**config.mk**
```make
export PLATFORM = sky130hd
export DESIGN_NAME = rgl_rail_enable
export DESIGN_NICKNAME = d
export VERILOG_FILES = /design/src/core/rgl_pkg.sv /design/src/core/rgl_edge_delay.sv /design/src/core/rgl_rail_enable.sv
export SDC_FILE = /design/constraint.sdc
export NUM_CORES = 1
export LEC_CHECK = 0
export ABC_AREA = 1
export BUFFER_PORTS_ARGS = -buffer_cell sky130_fd_sc_hd__buf_2
export CORE_ASPECT_RATIO = 2
export CORE_MARGIN = 8
export CORE_UTILIZATION = 25
export CTS_CLUSTER_SIZE = 14
export DETAILED_ROUTE_END_ITERATION = 12
export HOLD_SLACK_MARGIN = 0.05
export PLACE_DENSITY = 0.46
export SKIP_CTS_REPAIR_TIMING = 1
export SLEW_MARGIN = 10
export SYNTH_ARGS = -nofsm -noshare
export SYNTH_HDL_FRONTEND = slang
export SYNTH_SLANG_ARGS = --single-unit
```
**constraint.sdc**
```tcl
create_clock -name pclk -period 6.61 [get_ports pclk]
set_input_delay 0.661 -clock pclk [delete_from_list [all_inputs] [get_ports pclk]]
set_output_delay 0.661 -clock pclk [all_outputs]
set_load 0.02 [all_outputs]
```
**src/core/rgl_pkg.sv**
```systemverilog
package rgl_pkg;

  // clock rate and the one-millisecond step of the edge delays
  localparam int unsigned RGL_CLK_KHZ   = 25000;
  localparam int unsigned RGL_STEP_MS   = 1;
  localparam int unsigned RGL_MS_CYCLES = RGL_CLK_KHZ * RGL_STEP_MS;

  // register indices; byte address is four times the index
  localparam logic [7:0] RGL_IDX_R4_MASK = 8'h10;
  localparam logic [7:0] RGL_IDX_R4_SRC  = 8'h11;
  localparam logic [7:0] RGL_IDX_R4_DLY  = 8'h12;
  localparam logic [7:0] RGL_IDX_R5_MASK = 8'h13;
  localparam logic [7:0] RGL_IDX_R5_SRC  = 8'h14;
  localparam logic [7:0] RGL_IDX_R5_DLY  = 8'h15;
  localparam logic [7:0] RGL_IDX_STAT    = 8'h20;
  localparam logic [7:0] RGL_IDX_R4_BLK  = 8'h21;
  localparam logic [7:0] RGL_IDX_R5_BLK  = 8'h22;
  localparam int unsigned RGL_NREG       = 6;
  localparam int unsigned RGL_REGS_RAIL  = 3;

  // values after reset, per stored register
  localparam logic [7:0] RGL_RST_R4_MASK = 8'h00;
  localparam logic [7:0] RGL_RST_R4_SRC  = 8'h80;
  localparam logic [7:0] RGL_RST_R4_DLY  = 8'h00;
  localparam logic [7:0] RGL_RST_R5_MASK = 8'h00;
  localparam logic [7:0] RGL_RST_R5_SRC  = 8'h00;
  localparam logic [7:0] RGL_RST_R5_DLY  = 8'h00;

  // field positions
  localparam int unsigned RGL_SRC_LSB   = 2;
  localparam int unsigned RGL_PAIR_BIT  = 1;
  localparam int unsigned RGL_LOAD_SWITCH_B_ONE_BIT  = 0;
  localparam int unsigned RGL_RISE_LSB  = 0;
  localparam int unsigned RGL_FALL_LSB  = 3;

  // edge delay figures in ms
  localparam int unsigned RGL_DLY1_MS = 2;
  localparam int unsigned RGL_DLY2_MS = 4;
  localparam int unsigned RGL_DLY3_MS = 8;
  localparam int unsigned RGL_DLY4_MS = 16;
  localparam int unsigned RGL_DLY5_MS = 24;
  localparam int unsigned RGL_DLY6_MS = 32;
  localparam int unsigned RGL_DLY7_MS = 64;

  typedef enum logic [2:0] {
    RGL_SRC_CONTROL_INPUT_ONE   = 3'h0,
    RGL_SRC_CONTROL_INPUT_TWO   = 3'h1,
    RGL_SRC_CONTROL_INPUT_FIVE   = 3'h2,
    RGL_SRC_CONTROL_INPUT_FOUR   = 3'h3,
    RGL_SRC_CONTROL_INPUT_THREE   = 3'h4,
    RGL_SRC_CTL34  = 3'h5,
    RGL_SRC_CONTROL_INPUT_SIX   = 3'h6,
    RGL_SRC_FORCE  = 3'h7
  } rgl_src_e;

  typedef logic [5:0] rgl_ctl_t;

  typedef struct packed {
    logic pair;
    logic sw_b1;
    logic ldo3;
    logic ldo2;
    logic sw_a1;
    logic rail6;
    logic rail5;
    logic rail4;
    logic rail3;
    logic rail2;
    logic rail1;
  } rgl_pg_s;

  function automatic int unsigned rgl_dly_ms(input logic [2:0] code);
    case (code)
      3'h1:    rgl_dly_ms = RGL_DLY1_MS;
      3'h2:    rgl_dly_ms = RGL_DLY2_MS;
      3'h3:    rgl_dly_ms = RGL_DLY3_MS;
      3'h4:    rgl_dly_ms = RGL_DLY4_MS;
      3'h5:    rgl_dly_ms = RGL_DLY5_MS;
      3'h6:    rgl_dly_ms = RGL_DLY6_MS;
      3'h7:    rgl_dly_ms = RGL_DLY7_MS;
      default: rgl_dly_ms = 0;
    endcase
  endfunction : rgl_dly_ms

endpackage : rgl_pkg

```
**src/core/rgl_edge_delay.sv**
```systemverilog
`timescale 1ns/1ps
module rgl_edge_delay
  import rgl_pkg::*;
#(
  parameter int unsigned MS_CYCLES = RGL_MS_CYCLES
) (
  input  wire logic       pclk,
  input  wire logic       presetn,
  input  wire logic       lvl_in,
  input  wire logic [2:0] rise_code,
  input  wire logic [2:0] fall_code,
  output logic            lvl_out,
  output logic            pending
);

  typedef enum logic [1:0] {
    RGL_D_LO   = 2'b00,
    RGL_D_RISE = 2'b01,
    RGL_D_HI   = 2'b11,
    RGL_D_FALL = 2'b10
  } rgl_dly_e;

  rgl_dly_e    state_r;
  rgl_dly_e    state_nxt;
  logic [31:0] cnt_r;
  logic [31:0] target;
  logic        hit;

  // code is read live, so a rewrite mid-wait retimes the edge
  assign target = (state_r == RGL_D_FALL) ?
                  32'(rgl_dly_ms(fall_code) * MS_CYCLES) :
                  32'(rgl_dly_ms(rise_code) * MS_CYCLES);
  assign hit    = (cnt_r + 32'h1) >= target;

  // a glitch shorter than the delay is swallowed, not passed on
  always_comb begin
    state_nxt = state_r;
    case (state_r)
      RGL_D_LO:   if (lvl_in) state_nxt = RGL_D_RISE;
      RGL_D_RISE: begin
        if (!lvl_in) state_nxt = RGL_D_LO;
        else if (hit) state_nxt = RGL_D_HI;
      end
      RGL_D_HI:   if (!lvl_in) state_nxt = RGL_D_FALL;
      RGL_D_FALL: begin
        if (lvl_in) state_nxt = RGL_D_HI;
        else if (hit) state_nxt = RGL_D_LO;
      end
      default:    state_nxt = RGL_D_LO;
    endcase
  end

  always_ff @(posedge pclk or negedge presetn) begin
    if (!presetn) begin
      state_r <= RGL_D_LO;
      cnt_r   <= 32'h0;
      lvl_out <= 1'b0;
      pending <= 1'b0;
    end else begin
      state_r <= state_nxt;
      cnt_r   <= (state_nxt != state_r) ? 32'h0 : cnt_r + 32'h1;
      lvl_out <= (state_nxt == RGL_D_HI) || (state_nxt == RGL_D_FALL);
      pending <= (state_nxt == RGL_D_RISE) || (state_nxt == RGL_D_FALL);
    end
  end

endmodule : rgl_edge_delay

```
**src/core/rgl_rail_enable.sv**
```systemverilog
// Function
// - Rail four takes its enable from the pin picked by a 3-bit code.
// - Code 111 feeds a constant one, enabling the rail with no pin.
// - Rail five has its own selector with the same code-to-pin table.
// - Per rail, a mask bit drops the switch-two/ldo-one pair good.
// - Per rail, a mask bit drops the switch-one good signal.
// - Rail five has eight good mask bits, 0 keeps and 1 drops each.
// - Rail four's falling enable edge is delayed by a 3-bit code.
// - Rail four's rising enable edge is delayed by a separate code.
// - Rail four has eight good mask bits, 0 keeps and 1 drops each.
// - Rail five has its own rise and fall delays, same table.
//
// The APB interface to the registers was chosen for this implementation.
`timescale 1ns/1ps
module rgl_rail_enable
  import rgl_pkg::*;
#(
  parameter int unsigned MS_CYCLES = RGL_MS_CYCLES
) (
  input  wire logic        pclk,
  input  wire logic        presetn,
  input  wire logic        psel,
  input  wire logic        penable,
  input  wire logic        pwrite,
  input  wire logic [11:0] paddr,
  input  wire logic [31:0] pwdata,
  input  wire logic [3:0]  pstrb,
  output logic      [31:0] prdata,
  output logic             pready,
  output logic             pslverr,
  input  wire rgl_ctl_t    control_input,
  input  wire rgl_pg_s     power_good,
  output logic             step_down_rail_four,
  output logic             step_down_rail_five
);

  // stored registers, three per rail: mask, source, delay
  logic [7:0] reg_r [RGL_NREG];

  logic [7:0]  word_idx;
  logic        aligned;
  logic        in_stored;
  logic        is_stat;
  logic        is_blk4;
  logic        is_blk5;
  logic        mapped;
  logic [2:0]  slot;
  logic        setup;
  logic        access_done;
  logic        wr_go;
  logic [7:0]  rd_byte;

  logic [1:0]  rail_en;
  logic [1:0]  rail_pend;
  logic [1:0]  src_lvl;
  logic [1:0]  gate_ok;
  logic [1:0]  gate_lvl;
  logic [9:0]  blk [2];

  // control pin picked by a source code, shared by both rails
  function automatic logic src_pick(input logic [2:0] code,
                                    input rgl_ctl_t   ctl);
    case (code)
      RGL_SRC_CONTROL_INPUT_ONE:  src_pick = ctl[0];
      RGL_SRC_CONTROL_INPUT_TWO:  src_pick = ctl[1];
      RGL_SRC_CONTROL_INPUT_FIVE:  src_pick = ctl[4];
      RGL_SRC_CONTROL_INPUT_FOUR:  src_pick = ctl[3];
      RGL_SRC_CONTROL_INPUT_THREE:  src_pick = ctl[2];
      RGL_SRC_CTL34: src_pick = ctl[2] & ctl[3];
      RGL_SRC_CONTROL_INPUT_SIX:  src_pick = ctl[5];
      RGL_SRC_FORCE: src_pick = 1'b1;
      default:       src_pick = 1'b0;
    endcase
  endfunction : src_pick

  // the eight goods in mask-bit order, own rail left out
  function automatic logic [7:0] good_vec(input rgl_pg_s pg,
                                          input logic    rail5);
    good_vec = {pg.ldo3, pg.ldo2, pg.sw_a1, pg.rail6,
                rail5 ? pg.rail4 : pg.rail5,
                pg.rail3, pg.rail2, pg.rail1};
  endfunction : good_vec

  // function for the reset value of each stored slot
  function automatic logic [7:0] rst_val(input int unsigned n);
    case (n)
      0:       rst_val = RGL_RST_R4_MASK;
      1:       rst_val = RGL_RST_R4_SRC;
      2:       rst_val = RGL_RST_R4_DLY;
      3:       rst_val = RGL_RST_R5_MASK;
      4:       rst_val = RGL_RST_R5_SRC;
      default: rst_val = RGL_RST_R5_DLY;
    endcase
  endfunction : rst_val

  // address decode
  assign word_idx  = paddr[9:2];
  assign aligned   = (paddr[1:0] == 2'b00) && (paddr[11:10] == 2'b00);
  assign in_stored = (word_idx >= RGL_IDX_R4_MASK) &&
                     (word_idx <= RGL_IDX_R5_DLY);
  assign is_stat   = word_idx == RGL_IDX_STAT;
  assign is_blk4   = word_idx == RGL_IDX_R4_BLK;
  assign is_blk5   = word_idx == RGL_IDX_R5_BLK;
  assign mapped    = aligned && (in_stored || is_stat || is_blk4 ||
                     is_blk5);
  assign slot      = 3'(word_idx - RGL_IDX_R4_MASK);

  // one wait-free access: pready rises in the cycle after setup
  assign setup       = psel && !penable;
  assign access_done = psel && penable && pready;
  // only byte lane 0 carries data; read-only words ignore writes
  assign wr_go       = access_done && pwrite && pstrb[0] &&
                       aligned && in_stored;

  assign rd_byte = !aligned  ? 8'h00 :
                   in_stored ? reg_r[slot] :
                   is_stat   ? {2'b00, rail_pend, gate_ok, rail_en} :
                   is_blk4   ? blk[0][7:0] :
                   is_blk5   ? blk[1][7:0] : 8'h00;

  always_ff @(posedge pclk or negedge presetn) begin
    if (!presetn) begin
      pready  <= 1'b0;
      pslverr <= 1'b0;
      prdata  <= 32'h0;
    end else begin
      pready  <= setup;
      pslverr <= setup && !mapped;
      prdata  <= (setup && !pwrite) ? {24'h0, rd_byte} : 32'h0;
    end
  end

  genvar gi;
  generate
    for (gi = 0; gi < RGL_NREG; gi++) begin : g_reg
      always_ff @(posedge pclk or negedge presetn) begin
        if (!presetn) begin
          reg_r[gi] <= rst_val(gi);
        end else if (wr_go && (slot == 3'(gi))) begin
          reg_r[gi] <= pwdata[7:0];
        end
      end
    end
  endgenerate

  generate
    for (gi = 0; gi < 2; gi++) begin : g_rail
      logic [7:0] mask8;
      logic [7:0] srcreg;
      logic [7:0] dlyreg;
      logic [7:0] goods;

      assign mask8  = reg_r[gi * RGL_REGS_RAIL];
      assign srcreg = reg_r[gi * RGL_REGS_RAIL + 1];
      assign dlyreg = reg_r[gi * RGL_REGS_RAIL + 2];
      assign goods  = good_vec(power_good, gi == 1);

      // same decode for both rails
      assign src_lvl[gi] = src_pick(
        srcreg[RGL_SRC_LSB +: 3], control_input);

      // a low good blocks only where its mask bit is 0
      assign blk[gi] = {
        !power_good.pair  && !srcreg[RGL_PAIR_BIT],
        !power_good.sw_b1 && !srcreg[RGL_LOAD_SWITCH_B_ONE_BIT],
        ~goods & ~mask8};

      assign gate_ok[gi]  = ~|blk[gi];
      assign gate_lvl[gi] = src_lvl[gi] && gate_ok[gi];

      // code 110 maps to 32 ms like every other rail
      rgl_edge_delay #(
        .MS_CYCLES (MS_CYCLES)
      ) u_dly (
        .pclk      (pclk),
        .presetn   (presetn),
        .lvl_in    (gate_lvl[gi]),
        .rise_code (dlyreg[RGL_RISE_LSB +: 3]),
        .fall_code (dlyreg[RGL_FALL_LSB +: 3]),
        .lvl_out   (rail_en[gi]),
        .pending   (rail_pend[gi])
      );
    end
  endgenerate

  // enables leave straight from the delay flops
  assign step_down_rail_four = rail_en[0];
  assign step_down_rail_five = rail_en[1];

endmodule : rgl_rail_enable

```
==> impl_results.md <==
* Status: finished, final reports clean
* Number of CTS-inserted buffers at 17
* Routed wire per std cell at 16.2 um
* Drc violations at 0
* Die Wd at 181 um
* Maximum cell stage delay along the critical path at 0.48 ns
* Crit Path Category: register to register
* Type of destination of the critical path: register
* Share of cells above drive strength 1 at 15.4%
* Power share of the sequential group at 38.3%
* Max Clock Skew at 0.0193 ns
* Number of buffers and inverters on the critical path at 5
* Most instantiated flip-flop cell in the synthesis netlist: sky130_fd_sc_hd__dfrtp_1
* Post-route minimum period at 6.18 ns
* Startpoint of the worst register-to-register path: g_rail[1].dlyreg[5]$_DFFE_PN0P_
* Area contributors post-synth: sky130_fd_sc_hd__dfrtp_1 (24%), sky130_fd_sc_hd__ha_1 (22%), sky130_fd_sc_hd__nand2_1 (11%), sky130_fd_sc_hd__inv_1 (5.5%), sky130_fd_sc_hd__nor2_1 (4.7%)
* Antenna Diode Count at 0
* Number of maximum-capacitance constraint violations at 0
* Switching share of total power at 34.2%
* Antenna violation net count after detailed routing at 0
* Maximum number of pins on one net before global-route repair at 67
* Insertion delay to the later sink of the worst-skew pair at 0.45 ns
* Final wirelength at 41.3 mm
* Gr usage total at 13.2%
* Peak supply drop at 0.203 mV
* Net count reported at finish at 2182
* Signed area change from the synthesized netlist to the final layout at 14.5%
* Count of different cell masters after synthesis at 55
* Power consumption at 0.00230 W
* Via count of the first global-routing pass at 12300
* Die footprint at 62400 um2
* Leading post-synthesis cells by instance count: sky130_fd_sc_hd__nand2_1 (405), sky130_fd_sc_hd__ha_1 (234), sky130_fd_sc_hd__inv_1 (197), sky130_fd_sc_hd__nor2_1 (171), sky130_fd_sc_hd__dfrtp_1 (129)
* Fraction of the mapped netlist area in simple logic gates at 24.5%
* Number of hold violations in the final report at 0
* Top-level I/O count at 106
* Register-to-Register Path Depth at 36
* Number of port buffers at 54
* CTS Root Cell: sky130_fd_sc_hd__clkbuf_16
* Number of max-slew violations in the final report at 0
* Mean cell area of the mapped netlist at 7.68 um2
* Placed instance count at 2501
* Count of synthesis-stage warnings from yosys at 0
* NetSw at 0.000786 W
* Overflow left after global routing at 0
* Worst R2R Setup Slack at 0.43 ns
* Gate count after technology mapping at 1764
* Path type of the worst min-delay path: primary input to asynchronous set/reset pin
* Via count at 11900
* Library cell contributing the largest single delay on the critical path: sky130_fd_sc_hd__fa_1
* Via-to-Cell Ratio at 4.69
* Core Box Area at 53600 um2
* Clock tree from TritonCTS: done
* Destination of the worst register-to-register timing path: g_rail[1].u_dly.lvl_out$_DFF_PN0_
* Final setup violation count at 0
* Number of antenna violations at the first check in global routing at 0
* Worst-case headroom to the max-slew limit at 42.5%
* Number of optimization iterations in the first detailed-route pass at 5
* Netlist Area Pre-Place at 13600 um2
* Post-synthesis compound-gate area fraction at 14.1%
* Fmax at 0.162 GHz
* Wire length of the first global-routing pass at 64.6 mm
* Clock transition at the register clock pins on the worst setup and hold paths after CTS at 0.07 ns
* Power per cell area at 148 nW/um2
* Violation count after the first detailed-route iteration at 513
* Post-synthesis register bit count at 130
* Maximum fanout count along the critical path at 5
* Slew at the pin with the worst max-slew slack at 0.863 ns
* Yosys top cell by area: sky130_fd_sc_hd__dfrtp_1
* Most numerous cell in the Yosys netlist: sky130_fd_sc_hd__nand2_1
* Routability congestion estimate from global placement at 0.899
* Number of inserted filler cells in the final layout at 5737
* FFs w/ async S/R, synth at 100%
* Y dimension of the die at 345 um
* Final cell count without fillers at 2544
* Detail Placement HPWL at 34.2 mm
* Adder-Cell Fraction of Synth Area at 24.3%
* Worst-case clock buffer depth at 2
* Crit path arrival time at 6.51 ns
* Rows at 120
* Cell family contributing the most delay on the critical path: adder cells
* Part of the power in the clock network at 42.2%
* Clock net sink count at 130
* Part of the power in combinational logic at 19.4%
* Total area of multi-input combinational cells at 9320 um2
* Portion of synthesized cell area occupied by the leading cell type at 23.8%
* Lkg Pwr at 8.23 nW
* Xor-xnor portion of the synthesized cell area at 4.01%
* Register area at 3260 um2
* Register area share after synthesis at 24.0%
* Internal power at 0.00151 W
* Worst path required time at 6.94 ns
* Fraction of synthesized area in multiplexers at 0.665%
* Post-synth EDFFs at 0
* Worst Setup Start Kind: register
* Final cycle utilization of the critical path at 93.5%
* Largest family of logic cells by synthesized area: simple AND/OR/NAND/NOR gates
* Initial standard-cell utilization of the core at 25.3%
* CTS H-Tree Depth at 4
* Most used cell, CP: sky130_fd_sc_hd__nand2_1
stage by stage:
stage,utilization (%),setup slack (ns),hold WS (ns),TNS (ns),cell area (um2)
after floorplan,-,0.758,0.365,0,13600
after global placement,27.5,0.0725,0.467,0,14700
after detailed placement,27.5,0.0655,0.475,0,14700
after CTS,28.6,0.0398,0.234,0,15300
after global routing,29.0,-0.0104,0.239,-0.0329,15500
final,29.0,0.432,0.190,0,15500
metal layers:
metal	vias up	wire length (um)	GRT usage, %
li1	6002	-	-
met1	5562	14200	12.0
met2	262	23600	26.7
met3	98	1060	1.45
met4	0	2400	8.33
met5	-	0	0
worst register-to-register path, delay by kind of cell (launching register included):
family                   cells  cell delay [ns]
flip-flops                   1             0.41
adder cells (fa/ha/maj)      9             2.60
AND/OR/NAND/NOR             17             1.94
AO/OA/AOI/OAI                5             0.70
buffers and inverters        5             0.40
cell usage in the layout, fill, tap and decap left out, drive strengths merged, types with 22 or more instances in the layout:
master and n:
a21oi 111, buf 102, xnor2 22, conb 24
nand2 425, inv 212, xor2 40, nor2 196
o21ai 114, ha 234, nand3 65, dfrtp 129
area by class of cell:
type | count | share of cell area, %
clock buffers | 17 | 2.74
clock inverters | 15 | 1.14
inverters | 204 | 4.93
multi-input cells | 1403 | 60.1
flip-flops and latches | 130 | 21.0
well taps | 671 | 5.41
repair buffers | 104 | 4.75
power by group through the flow:
stage	clock, W	sequential, W	combinational (W)
after global routing	0.00103	0.000887	0.000515
final	0.000969	0.000880	0.000446
after floorplan	0	0.000887	0.000317
after detailed placement	0	0.000896	0.000438
after global placement	0	0.000894	0.000431
after CTS	0.000997	0.000881	0.000440
state kept, by name, summed over array words and instances, names as in the netlist:
name                  cells
g_rail.u_dly.lvl_out      2
g_rail.u_dly.pending      2
prdata                    8
g_rail.mask8             16
g_rail.u_dly.state_r      4
g_rail.u_dly.cnt_r       64
pready                    1
g_rail.srcreg            16
pslverr                   1
g_rail.dlyreg            16
kinds of logic after synthesis:
kind of cell | Yosys count
buffers and inverters | 254
multiplexers | 9
other | 1
flip-flops | 130
XOR/XNOR | 62
AO/OA/AOI/OAI | 301
adder cells (fa/ha/maj) | 252
AND/OR/NAND/NOR | 755
worst max-delay path by stage:
stage,start,end,cells past startpoint
3_3_place_gp,g_rail[1].dlyreg[5]$_DFFE_PN0P_,g_rail[1].u_dly.lvl_out$_DFF_PN0_,39
5_1_grt,g_rail[0].dlyreg[3]$_DFFE_PN0P_,g_rail[0].u_dly.cnt_r[6]$_DFF_PN0_,37
3_5_place_dp,g_rail[1].dlyreg[5]$_DFFE_PN0P_,g_rail[1].u_dly.lvl_out$_DFF_PN0_,39
2_1_floorplan,g_rail[1].dlyreg[5]$_DFFE_PN0P_,g_rail[1].u_dly.lvl_out$_DFF_PN0_,39
6_report,g_rail[1].dlyreg[5]$_DFFE_PN0P_,g_rail[1].u_dly.lvl_out$_DFF_PN0_,36
4_1_cts,g_rail[1].dlyreg[5]$_DFFE_PN0P_,g_rail[1].u_dly.lvl_out$_DFF_PN0_,39
No activity file was read; power rests on OpenSTA's default activity.
